## config.mk

```make
export PLATFORM = sky130hd
export DESIGN_NAME = ppg_pulse_gen
export DESIGN_NICKNAME = d
export VERILOG_FILES = /design/src/ppg_pkg.sv /design/src/ppg_pulse_gen.sv
export SDC_FILE = /design/constraint.sdc
export NUM_CORES = 2
export LEC_CHECK = 0
export BUFFER_PORTS_ARGS = -buffer_cell sky130_fd_sc_hd__buf_2
export CORE_MARGIN = 2
export CORE_UTILIZATION = 46
export DETAILED_ROUTE_END_ITERATION = 10
export MAX_ROUTING_LAYER = met4
export PLACE_DENSITY = 0.68
export SLEW_MARGIN = 15
export SYNTH_ARGS = -nofsm -noshare
export SYNTH_HDL_FRONTEND = slang
export SYNTH_SLANG_ARGS = --single-unit
```

## constraint.sdc

```tcl
create_clock -name clk -period 42.8 [get_ports clk]
set_clock_uncertainty 0.05 [all_clocks]
set_input_delay 8.56 -clock clk [delete_from_list [all_inputs] [get_ports clk]]
set_output_delay 8.56 -clock clk [all_outputs]
set_load 0.03 [all_outputs]
```

## src/ppg_pkg.sv

```systemverilog
// Purpose: constants, register map and mode codes of the three-channel pulse generator
// Assumes: 25 MHz system clock, 32-bit AHB-Lite register access
// Notes:   one register word per aligned address, 0x40 bytes per channel
`default_nettype none

package ppg_pkg;

  ////////////////////////////////////////////////////////////////////////////
  // timing
  localparam int unsigned CLK_HZ = 25_000_000;
  localparam int unsigned TICK_MS = 10;
  localparam int unsigned CYC_TICK = CLK_HZ / 1000 * TICK_MS;
  localparam int NCH = 3;
  localparam int NPAIR = 3;

  // pulse widths in 10 ms ticks
  localparam logic [9:0] W_MIN = 10'h001;
  localparam logic [9:0] W_MAX = 10'h3e8;
  localparam logic [9:0] W_DEF = 10'h014;
  localparam logic [9:0] W_ZERO = 10'h00a;
  localparam logic [9:0] W_ONE = 10'h014;

  // synthesizer: 32-bit phase accumulator, phase offset only below 10 kHz
  localparam longint unsigned SYN_PHASE_HZ = 10_000;
  localparam logic [31:0] SYN_PHASE_LIM = 32'((SYN_PHASE_HZ << 32) / longint'(CLK_HZ));

  // time of day
  localparam logic [16:0] SEC_PER_HOUR = 17'h00e10;
  localparam logic [16:0] SEC_PER_MIN = 17'h0003c;
  localparam logic [5:0] SEC_LAST = 6'h3b;

  ////////////////////////////////////////////////////////////////////////////
  // register map
  localparam logic [1:0] STATUS_SLOT = 2'h3;
  localparam logic [5:0] OFF_STATUS = 6'h00;
  localparam logic [5:0] OFF_CTRL = 6'h00;
  localparam logic [5:0] OFF_WIDTH = 6'h04;
  localparam logic [5:0] OFF_TIME = 6'h08;
  localparam logic [5:0] OFF_ON0 = 6'h0c;
  localparam logic [5:0] OFF_OFF0 = 6'h10;
  localparam logic [5:0] PAIR_STRIDE = 6'h08;
  localparam logic [5:0] OFF_FREQ = 6'h24;
  localparam logic [5:0] OFF_PHASE = 6'h28;
  localparam int CTRL_INV = 4;
  localparam int CTRL_IMM = 5;
  localparam logic [2:0] SIZE_WORD = 3'h2;

  typedef enum logic [3:0] {
    MODE_IDLE, MODE_TIMER, MODE_SHOT, MODE_CYCLIC, MODE_PER_SEC, MODE_PER_MIN,
    MODE_PER_HOUR, MODE_SYNTH, MODE_TCODE, MODE_POS_OK, MODE_TIME_SYNC,
    MODE_ALL_SYNC, MODE_TELEGRAM
  } ppg_mode_t;

  // values after reset
  localparam logic [3:0] RST_MODE [NCH] = '{4'(MODE_PER_SEC), 4'(MODE_PER_MIN),
                                            4'(MODE_TELEGRAM)};
  localparam logic [16:0] RST_TIME = 17'h00001;

endpackage : ppg_pkg

`default_nettype wire

```

## src/ppg_pulse_gen.sv

```systemverilog
// Purpose: three programmable pulse output channels locked to the one-second timing frame
// Assumes: sec_tick and time/date/status inputs come from logic on clk
// Notes:   registers over AHB-Lite, writes take one wait state, reads none
//
// Overview of operation
// - synthesizer mode outputs 1/8 Hz to 10 MHz, relocked to the second frame.
// - below 10 kHz the synthesizer phase is shiftable by up to a full period.
// - each channel keeps its own mode and parameters.
// - timer mode switches on and off at three programmable daily pairs.
// - cyclic pulses fall on integer multiples of the cycle counted from midnight.
// - single shot gives one programmable-width pulse per day at programmed time.
// - per-second, per-minute, per-hour modes pulse on each such change.
// - status modes follow position solved or timing synchronized.
// - combined status is the AND of position solved and timing synchronized.
// - idle mode holds the output inactive.
// - reset: channel 0 per-second, 1 per-minute, 200 ms high; channel 2 telegram.
// - telegram marks carry local time, daylight-saving and leap second announcements.
// - a whole telegram is sent every minute.
// - each telegram mark starts at a new second.
// - zero is a 100 ms mark, one a 200 ms mark.
// - date, time, parity and status ride in seconds 16 to 58.
// - second 59 carries no mark.
// - telegram output runs right after power-up.
// - pulse outputs wait for first sync unless a per-channel option enables them.
// - per-channel polarity and width of 10 ms to 10 s in 10 ms steps.
//
// Local design decisions: register access over AHB-Lite and the placing of the registers.
`timescale 1ns/1ps
`default_nettype none

module ppg_pulse_gen #(
  parameter int unsigned CYC_TICK = ppg_pkg::CYC_TICK
) (
  input wire logic clk,
  input wire logic reset_n,
  input wire logic clk_en,
  input wire logic sec_tick,
  input wire logic [5:0] loc_sec,
  input wire logic [5:0] loc_min,
  input wire logic [4:0] loc_hour,
  input wire logic [4:0] loc_mday,
  input wire logic [2:0] loc_wday,
  input wire logic [3:0] loc_month,
  input wire logic [6:0] loc_year,
  input wire logic loc_dst,
  input wire logic dst_announce,
  input wire logic leap_announce,
  input wire logic pos_solved,
  input wire logic time_synced,
  input wire logic hsel,
  input wire logic [7:0] haddr,
  input wire logic [1:0] htrans,
  input wire logic hwrite,
  input wire logic [2:0] hsize,
  input wire logic [31:0] hwdata,
  input wire logic hready,
  output logic hreadyout,
  output logic hresp,
  output logic [31:0] hrdata,
  output logic pulse_channel_0,
  output logic pulse_channel_1,
  output logic pulse_channel_2
);

  localparam int NCH = ppg_pkg::NCH;
  localparam int NPAIR = ppg_pkg::NPAIR;
  localparam int TW = (CYC_TICK > 2) ? $clog2(CYC_TICK) : 1;

  if (CYC_TICK < 2) begin : g_bad_tick
    $error("CYC_TICK must be at least 2");
  end

  ////////////////////////////////////////////////////////////////////////////
  // time of day and telegram bits

  function automatic logic [7:0] bcd8(input logic [6:0] v);
    bcd8 = {4'(v / 7'h0a), 4'(v % 7'h0a)};
  endfunction : bcd8

  logic [16:0] sod;
  logic [7:0] b_min;
  logic [7:0] b_hour;
  logic [7:0] b_day;
  logic [7:0] b_mon;
  logic [7:0] b_year;
  logic [58:0] tel;
  logic tel_bit;
  logic both_ok;

  always_comb begin
    sod = 17'(loc_hour) * ppg_pkg::SEC_PER_HOUR + 17'(loc_min) * ppg_pkg::SEC_PER_MIN
          + 17'(loc_sec);
    both_ok = pos_solved & time_synced;
    b_min = bcd8(7'(loc_min));
    b_hour = bcd8(7'(loc_hour));
    b_day = bcd8(7'(loc_mday));
    b_mon = bcd8(7'(loc_month));
    b_year = bcd8(loc_year);
    tel = '0;
    tel[16] = dst_announce;
    tel[17] = loc_dst;
    tel[18] = !loc_dst;
    tel[19] = leap_announce;
    tel[20] = 1'b1;
    tel[27:21] = b_min[6:0];
    tel[28] = ^b_min[6:0];
    tel[34:29] = b_hour[5:0];
    tel[35] = ^b_hour[5:0];
    tel[41:36] = b_day[5:0];
    tel[44:42] = loc_wday;
    tel[49:45] = b_mon[4:0];
    tel[57:50] = b_year;
    tel[58] = ^tel[57:36];
    tel_bit = (loc_sec < ppg_pkg::SEC_LAST) ? tel[loc_sec] : 1'b0;
  end

  ////////////////////////////////////////////////////////////////////////////
  // 10 ms tick restarted on every second, sync latch, 8 s relock frame

  logic [TW-1:0] tcnt_r, tcnt_nxt;
  logic [2:0] frm_r, frm_nxt;
  logic sync_seen_r, sync_seen_nxt;
  logic tick10;
  logic relock;

  always_comb begin
    tcnt_nxt = tcnt_r + TW'(1);
    frm_nxt = frm_r;
    tick10 = 1'b0;
    sync_seen_nxt = sync_seen_r | time_synced;
    // 1/8 Hz is the slowest period, so relock every eighth second
    relock = sec_tick && (frm_r == 3'h0);
    if (sec_tick) begin
      tcnt_nxt = '0;
      frm_nxt = frm_r + 3'h1;
    end else if (tcnt_r == TW'(CYC_TICK - 1)) begin
      tcnt_nxt = '0;
      tick10 = 1'b1;
    end
  end

  always_ff @(posedge clk or negedge reset_n) begin
    if (!reset_n) begin
      tcnt_r <= '0;
      frm_r <= 3'h0;
      sync_seen_r <= 1'b0;
    end else if (clk_en) begin
      tcnt_r <= tcnt_nxt;
      frm_r <= frm_nxt;
      sync_seen_r <= sync_seen_nxt;
    end
  end

  ////////////////////////////////////////////////////////////////////////////
  // AHB-Lite slave front end

  logic acc;
  logic wr_go;
  logic wr_pend_r, wr_pend_nxt;
  logic [7:0] wr_addr_r, wr_addr_nxt;
  logic [31:0] hrdata_r, hrdata_nxt;

  always_comb begin
    acc = clk_en & hsel & htrans[1] & hready;
    wr_go = clk_en & wr_pend_r;
    wr_pend_nxt = acc & hwrite & (hsize == ppg_pkg::SIZE_WORD);
    wr_addr_nxt = acc ? haddr : wr_addr_r;
  end

  // the wait state on writes keeps a following read from seeing stale data
  assign hreadyout = clk_en & !wr_pend_r;
  assign hresp = 1'b0;
  assign hrdata = hrdata_r;

  ////////////////////////////////////////////////////////////////////////////
  // channel state

  logic [3:0] mode_r [NCH], mode_nxt [NCH];
  logic [3:0] amode_r [NCH], amode_nxt [NCH];
  logic [3:0] chm [NCH];
  logic inv_r [NCH], inv_nxt [NCH];
  logic imm_r [NCH], imm_nxt [NCH];
  logic [9:0] width_r [NCH], width_nxt [NCH];
  logic [16:0] time_r [NCH], time_nxt [NCH];
  logic [16:0] on_r [NCH][NPAIR], on_nxt [NCH][NPAIR];
  logic [16:0] off_r [NCH][NPAIR], off_nxt [NCH][NPAIR];
  logic [31:0] freq_r [NCH], freq_nxt [NCH];
  logic [31:0] phase_r [NCH], phase_nxt [NCH];
  logic [31:0] nco_r [NCH], nco_nxt [NCH];
  logic [9:0] wcnt_r [NCH], wcnt_nxt [NCH];
  logic act_r [NCH], act_nxt [NCH];
  logic pin_r [NCH], pin_nxt [NCH];

  always_comb begin
    logic start;
    logic pulsed;
    logic lvl;
    logic hit;
    logic [9:0] wload;
    logic [15:0] wreq;
    logic [16:0] cyc;
    start = 1'b0;
    pulsed = 1'b0;
    lvl = 1'b0;
    hit = 1'b0;
    wload = ppg_pkg::W_DEF;
    wreq = hwdata[15:0];
    cyc = 17'h00001;
    for (int c = 0; c < NCH; c++) begin
      mode_nxt[c] = mode_r[c];
      inv_nxt[c] = inv_r[c];
      imm_nxt[c] = imm_r[c];
      width_nxt[c] = width_r[c];
      time_nxt[c] = time_r[c];
      freq_nxt[c] = freq_r[c];
      phase_nxt[c] = phase_r[c];
      for (int p = 0; p < NPAIR; p++) begin
        on_nxt[c][p] = on_r[c][p];
        off_nxt[c][p] = off_r[c][p];
      end
      if (wr_go && wr_addr_r[7:6] == 2'(c)) begin
        case (wr_addr_r[5:0])
          ppg_pkg::OFF_CTRL: begin
            mode_nxt[c] = hwdata[3:0];
            inv_nxt[c] = hwdata[ppg_pkg::CTRL_INV];
            imm_nxt[c] = hwdata[ppg_pkg::CTRL_IMM];
          end
          ppg_pkg::OFF_WIDTH: begin
            if (wreq == 16'h0000) begin
              width_nxt[c] = ppg_pkg::W_MIN;
            end else if (wreq > 16'(ppg_pkg::W_MAX)) begin
              width_nxt[c] = ppg_pkg::W_MAX;
            end else begin
              width_nxt[c] = wreq[9:0];
            end
          end
          ppg_pkg::OFF_TIME: time_nxt[c] = hwdata[16:0];
          ppg_pkg::OFF_FREQ: freq_nxt[c] = hwdata;
          ppg_pkg::OFF_PHASE: phase_nxt[c] = hwdata;
          default: begin
            for (int p = 0; p < NPAIR; p++) begin
              if (wr_addr_r[5:0] == 6'(ppg_pkg::OFF_ON0 + ppg_pkg::PAIR_STRIDE * p)) begin
                on_nxt[c][p] = hwdata[16:0];
              end
              if (wr_addr_r[5:0] == 6'(ppg_pkg::OFF_OFF0 + ppg_pkg::PAIR_STRIDE * p)) begin
                off_nxt[c][p] = hwdata[16:0];
              end
            end
          end
        endcase
      end

      // the new mode starts only with a fresh second, so no pulse shorter than a second is cut short
      chm[c] = sec_tick ? mode_r[c] : amode_r[c];
      amode_nxt[c] = chm[c];
      start = 1'b0;
      pulsed = 1'b0;
      lvl = act_r[c];
      wload = width_r[c];
      cyc = (time_r[c] == 17'h00000) ? 17'h00001 : time_r[c];
      hit = 1'b0;
      for (int p = 0; p < NPAIR; p++) begin
        if (on_r[c][p] < off_r[c][p]) begin
          hit = hit | (sod >= on_r[c][p] && sod < off_r[c][p]);
        end else if (on_r[c][p] > off_r[c][p]) begin
          hit = hit | (sod >= on_r[c][p] || sod < off_r[c][p]);
        end
      end
      nco_nxt[c] = nco_r[c] + freq_r[c];
      if (relock) begin
        nco_nxt[c] = (freq_r[c] < ppg_pkg::SYN_PHASE_LIM) ? phase_r[c] : 32'h00000000;
      end
      case (chm[c])
        ppg_pkg::MODE_TIMER: lvl = sec_tick ? hit : act_r[c];
        ppg_pkg::MODE_SHOT: begin
          pulsed = 1'b1;
          start = sec_tick && (sod == time_r[c]);
        end
        ppg_pkg::MODE_CYCLIC: begin
          pulsed = 1'b1;
          start = sec_tick && ((sod % cyc) == 17'h00000);
        end
        ppg_pkg::MODE_PER_SEC: begin
          pulsed = 1'b1;
          start = sec_tick;
        end
        ppg_pkg::MODE_PER_MIN: begin
          pulsed = 1'b1;
          start = sec_tick && (loc_sec == 6'h00);
        end
        ppg_pkg::MODE_PER_HOUR: begin
          pulsed = 1'b1;
          start = sec_tick && (loc_sec == 6'h00) && (loc_min == 6'h00);
        end
        ppg_pkg::MODE_SYNTH: lvl = nco_nxt[c][31];
        ppg_pkg::MODE_POS_OK: lvl = pos_solved;
        ppg_pkg::MODE_TIME_SYNC: lvl = time_synced;
        ppg_pkg::MODE_ALL_SYNC: lvl = both_ok;
        ppg_pkg::MODE_TELEGRAM: begin
          pulsed = 1'b1;
          start = sec_tick && (loc_sec < ppg_pkg::SEC_LAST);
          wload = tel_bit ? ppg_pkg::W_ONE : ppg_pkg::W_ZERO;
        end
        default: lvl = 1'b0;
      endcase
      wcnt_nxt[c] = 10'h000;
      if (pulsed) begin
        if (start) begin
          wcnt_nxt[c] = wload;
        end else if (tick10 && wcnt_r[c] != 10'h000) begin
          wcnt_nxt[c] = wcnt_r[c] - 10'h001;
        end else begin
          wcnt_nxt[c] = wcnt_r[c];
        end
        lvl = (wcnt_nxt[c] != 10'h000);
      end
      // telegram marks run from power-up, the rest wait for the first sync unless imm_r is set
      act_nxt[c] = lvl & (sync_seen_r | imm_r[c] | (chm[c] == 4'(ppg_pkg::MODE_TELEGRAM)));
      pin_nxt[c] = act_nxt[c] ^ inv_nxt[c];
    end
  end

  always_ff @(posedge clk or negedge reset_n) begin
    if (!reset_n) begin
      wr_pend_r <= 1'b0;
      wr_addr_r <= 8'h00;
      hrdata_r <= 32'h00000000;
      for (int c = 0; c < NCH; c++) begin
        mode_r[c] <= ppg_pkg::RST_MODE[c];
        amode_r[c] <= ppg_pkg::RST_MODE[c];
        inv_r[c] <= 1'b0;
        imm_r[c] <= 1'b0;
        width_r[c] <= ppg_pkg::W_DEF;
        time_r[c] <= ppg_pkg::RST_TIME;
        freq_r[c] <= 32'h00000000;
        phase_r[c] <= 32'h00000000;
        nco_r[c] <= 32'h00000000;
        wcnt_r[c] <= 10'h000;
        act_r[c] <= 1'b0;
        pin_r[c] <= 1'b0;
        for (int p = 0; p < NPAIR; p++) begin
          on_r[c][p] <= 17'h00000;
          off_r[c][p] <= 17'h00000;
        end
      end
    end else if (clk_en) begin
      wr_pend_r <= wr_pend_nxt;
      wr_addr_r <= wr_addr_nxt;
      hrdata_r <= hrdata_nxt;
      mode_r <= mode_nxt;
      amode_r <= amode_nxt;
      inv_r <= inv_nxt;
      imm_r <= imm_nxt;
      width_r <= width_nxt;
      time_r <= time_nxt;
      freq_r <= freq_nxt;
      phase_r <= phase_nxt;
      nco_r <= nco_nxt;
      wcnt_r <= wcnt_nxt;
      act_r <= act_nxt;
      pin_r <= pin_nxt;
      on_r <= on_nxt;
      off_r <= off_nxt;
    end
  end

  assign pulse_channel_0 = pin_r[0];
  assign pulse_channel_1 = pin_r[1];
  assign pulse_channel_2 = pin_r[2];

  ////////////////////////////////////////////////////////////////////////////
  // read mux, loaded in the address phase

  always_comb begin
    hrdata_nxt = hrdata_r;
    if (acc && !hwrite) begin
      hrdata_nxt = 32'h00000000;
      if (haddr[7:6] == ppg_pkg::STATUS_SLOT) begin
        if (haddr[5:0] == ppg_pkg::OFF_STATUS) begin
          hrdata_nxt = {26'h0000000, sync_seen_r, time_synced, pos_solved,
                        pin_r[2], pin_r[1], pin_r[0]};
        end
      end else begin
        for (int c = 0; c < NCH; c++) begin
          if (haddr[7:6] == 2'(c)) begin
            case (haddr[5:0])
              ppg_pkg::OFF_CTRL: hrdata_nxt = {26'h0000000, imm_r[c], inv_r[c], mode_r[c]};
              ppg_pkg::OFF_WIDTH: hrdata_nxt = 32'(width_r[c]);
              ppg_pkg::OFF_TIME: hrdata_nxt = 32'(time_r[c]);
              ppg_pkg::OFF_FREQ: hrdata_nxt = freq_r[c];
              ppg_pkg::OFF_PHASE: hrdata_nxt = phase_r[c];
              default: begin
                for (int p = 0; p < NPAIR; p++) begin
                  if (haddr[5:0] == 6'(ppg_pkg::OFF_ON0 + ppg_pkg::PAIR_STRIDE * p)) begin
                    hrdata_nxt = 32'(on_r[c][p]);
                  end
                  if (haddr[5:0] == 6'(ppg_pkg::OFF_OFF0 + ppg_pkg::PAIR_STRIDE * p)) begin
                    hrdata_nxt = 32'(off_r[c][p]);
                  end
                end
              end
            endcase
          end
        end
      end
    end
  end

  ////////////////////////////////////////////////////////////////////////////
  // checks

  for (genvar g = 0; g < NCH; g++) begin : g_chk

  end
endmodule : ppg_pulse_gen

`default_nettype wire

```

==> flow_metrics.env <==
export IMPL_outcome="complete, no violations"
export IMPL_design_area_um2=103000
export IMPL_postRouteAntennaNets=0
export IMPL_cp_max_fo=13
export IMPL_antenna_found_initial=22
export IMPL_syn_avg_cell_area_um2=8.29
export IMPL_cts_tree="built"
export IMPL_ys_ff_latch=804
export IMPL_die_area_um2=183000
export IMPL_syn_inst=9950
export IMPL_cp_top_family="compound AO/OA/AOI/OAI gates"
export IMPL_cp_common_cell="ha_1"
export IMPL_dr_pass1_iters=7
export IMPL_tightest_slew_ps=1250
export IMPL_hold_path_class="flop to flop"
export IMPL_path_buf_inv=24
export IMPL_setup_viol=0
export IMPL_synth_top_family_by_area="compound AO/OA/AOI/OAI gates"
export IMPL_start_util=0.463
export IMPL_overflow=0
export IMPL_critPathLaunchType="primary input"
export IMPL_synthXorXnorAreaFrac=0.0466
export IMPL_ctsHoldBuffers=0
export IMPL_yosysWarnings=0
export IMPL_fin_nets=12774
export IMPL_synth_distinct_cells=120
export IMPL_wirelength_mm=342
export IMPL_synth_nets=11145
export IMPL_fmax_ghz=0.0240
export IMPL_num_io_pins=130
export IMPL_via_count=87573
export IMPL_cts_root_buf="clkbuf_16"
export IMPL_clk_pin_slew_ps=60
export IMPL_layout_common_cells="buf_4 (1788), ha_1 (1067), nand2_1 (883)"
export IMPL_yosys_area_share_adder=0.169
export IMPL_synth_simple_area_share=0.177
export IMPL_row_count=155
export IMPL_grt_pass1_vias=84736
export IMPL_maxUsedRoutingLayer="met4"
export IMPL_vias_per_cell=6.24
export IMPL_area_delta_synth_final_pct=24.9
export IMPL_worstSetupPathType="primary input to flop"
export IMPL_max_slew_margin_rel=0.167
export IMPL_arrival_ps=42110
export IMPL_wl_met3_mm=30.1
export IMPL_cts_buffers=89
export IMPL_finalHoldViolCount=0
export IMPL_fin_crit_sh=0.972
export IMPL_clock_path_buffers=3
export IMPL_hpwl_mm=256
export IMPL_grt_max_degree=155
export IMPL_die_w_um=427
export IMPL_placeableCoreArea_um2=178000
export IMPL_drive_gt1_frac=0.257
export IMPL_yosysSeqAreaShare=0.244
export IMPL_cts_max_level=3
export IMPL_synth_enable_flop_cells=0
export IMPL_slowest_stage="or4b_2"
export IMPL_fin_crit_ps=41590
export IMPL_gp_congestion=1.02
export IMPL_muxShareOfSynthArea=0.0687
export IMPL_synthArstFlopShare=1.00
export IMPL_endpoint_kind="flop"
export IMPL_clock_latency_ps=700
export IMPL_wl_met2_mm=151
export IMPL_synth_compound_area_share=0.248
export IMPL_netlist_area_um2=82500
export IMPL_cts_sinks=804
export IMPL_drtIter0Drc=8169
export IMPL_grt_pass1_wl_mm=507
export IMPL_synthFlopType="dfrtp_1"
export IMPL_die_y_um=427
export IMPL_crit_required_ps=43330
export IMPL_max_cap_viol_count=0
export IMPL_drcViolationCount=0
export IMPL_grt_usage=0.371
export IMPL_place_area_um2=98000
export IMPL_wl_per_cell_um=24.3
export IMPL_maxSlewViolCount=0
export IMPL_wl_met1_mm=135
export IMPL_mostFrequentLayoutCell="buf_4"
export IMPL_max_stage_delay_ps=650
export IMPL_numPortBuffers=127
==> flip-flops by register name (all words and copies together) (netlist names), 3 cells and up <==
register and cells:
act_r 3, frm_r 3, phase_r 96, time_r 51
on_r 153, inv_r 3, hrdata 32, nco_r 96
wr_addr_r 8, amode_r 12, off_r 153, wcnt_r 30
imm_r 3, mode_r 12, freq_r 96, tcnt_r 18
width_r 30
==> through the flow <==
step / cells / utilization / setup WS [ps] / hold WS [ps] / setup TNS, ps
floorplan: 9950 / - / 131 / 398 / 0
global placement: 13791 / 0.550 / -633 / 410 / -12720
detailed placement: 13791 / 0.550 / -1030 / 423 / -25560
CTS: 13958 / 0.567 / 1.92 / 438 / 0
global route: 14024 / 0.578 / -320 / 451 / -5890
finish: 14029 / 0.578 / 1210 / 435 / 0
==> cells in the mapped netlist (all sizes together), types with 149 or more instances <==
master  number  area, um^2
ha        1081       13500
nand2      893        3350
nor2       822        3090
dfrtp      785       19600
o21ai      706        3550
a21oi      645        3240
inv        610        2290
mux2       436        4910
clkbuf     318        1190
xnor2      289        2540
a21o       264        1980
nor3       263        1330
nand3      201        1020
o21a       168        1260
o211ai     149        1130
==> worst paths after layout <==
check / startpoint / endpoint / slack (ps) / cells past startpoint
worst max-delay path: loc_min[2] / pulse_channel_1$_DFFE_PN0P_ / 1210 / 161
worst max register to register: time_r[50]$_DFFE_PN0P_ / pulse_channel_0$_DFFE_PN0P_ / 10280 / 154
worst min-delay path: hrdata[22]$_DFFE_PN0P_ / hrdata[22]$_DFFE_PN0P_ / 440 / 2
max in group asynchronous: reset_n / off_r[138]$_DFFE_PN0P_ / 31570 / 4
worst min register to register: hrdata[22]$_DFFE_PN0P_ / hrdata[22]$_DFFE_PN0P_ / 440 / 2
min in group asynchronous: reset_n / freq_r[25]$_DFFE_PN0P_ / 7850 / 1
==> kinds of logic after synthesis <==
group / after synthesis
AO/OA/AOI/OAI: 3056
XOR/XNOR: 430
adder cells (fa/ha/maj): 1103
buffers and inverters: 1008
flip-flops: 804
multiplexers: 509
other: 1
AND/OR/NAND/NOR: 3039
==> worst min-delay path: cells and delay by family (launching register included) <==
family / cells / cell delay (ps)
flip-flops: 1 / 340
AO/OA/AOI/OAI: 1 / 60
AND/OR/NAND/NOR: 1 / 50
==> final cells by class <==
cell class	instances	area, um^2
well taps	2355	2950
clock inverters	40	469
clock buffers	127	2600
inverters	612	2300
multi-input cells	8138	60100
flip-flops and latches	804	20100
fillers	15990	75200
repair buffers	1934	14400
diodes	19	47.5
==> layer usage <==
metal / global-route usage / up-vias
met2: 0.570 / 3942
met1: 0.455 / 42278
met4: 0.233 / 0
met3: 0.0592 / 1137
li1: - / 40216
met5: - / -
==> timing repair <==
| item | CTS | global route |
|---|---|---|
| cloned | 0 | 2 |
| gates resized for setup | 15 | 334 |
| setup buffers | 0 | 50 |
| setup endpoints to repair | 31 | 36 |
| pin swaps | 0 | 113 |
Power is not shown: default switching activity piles up to over one toggle a cycle in this logic, so the estimate is an artifact.
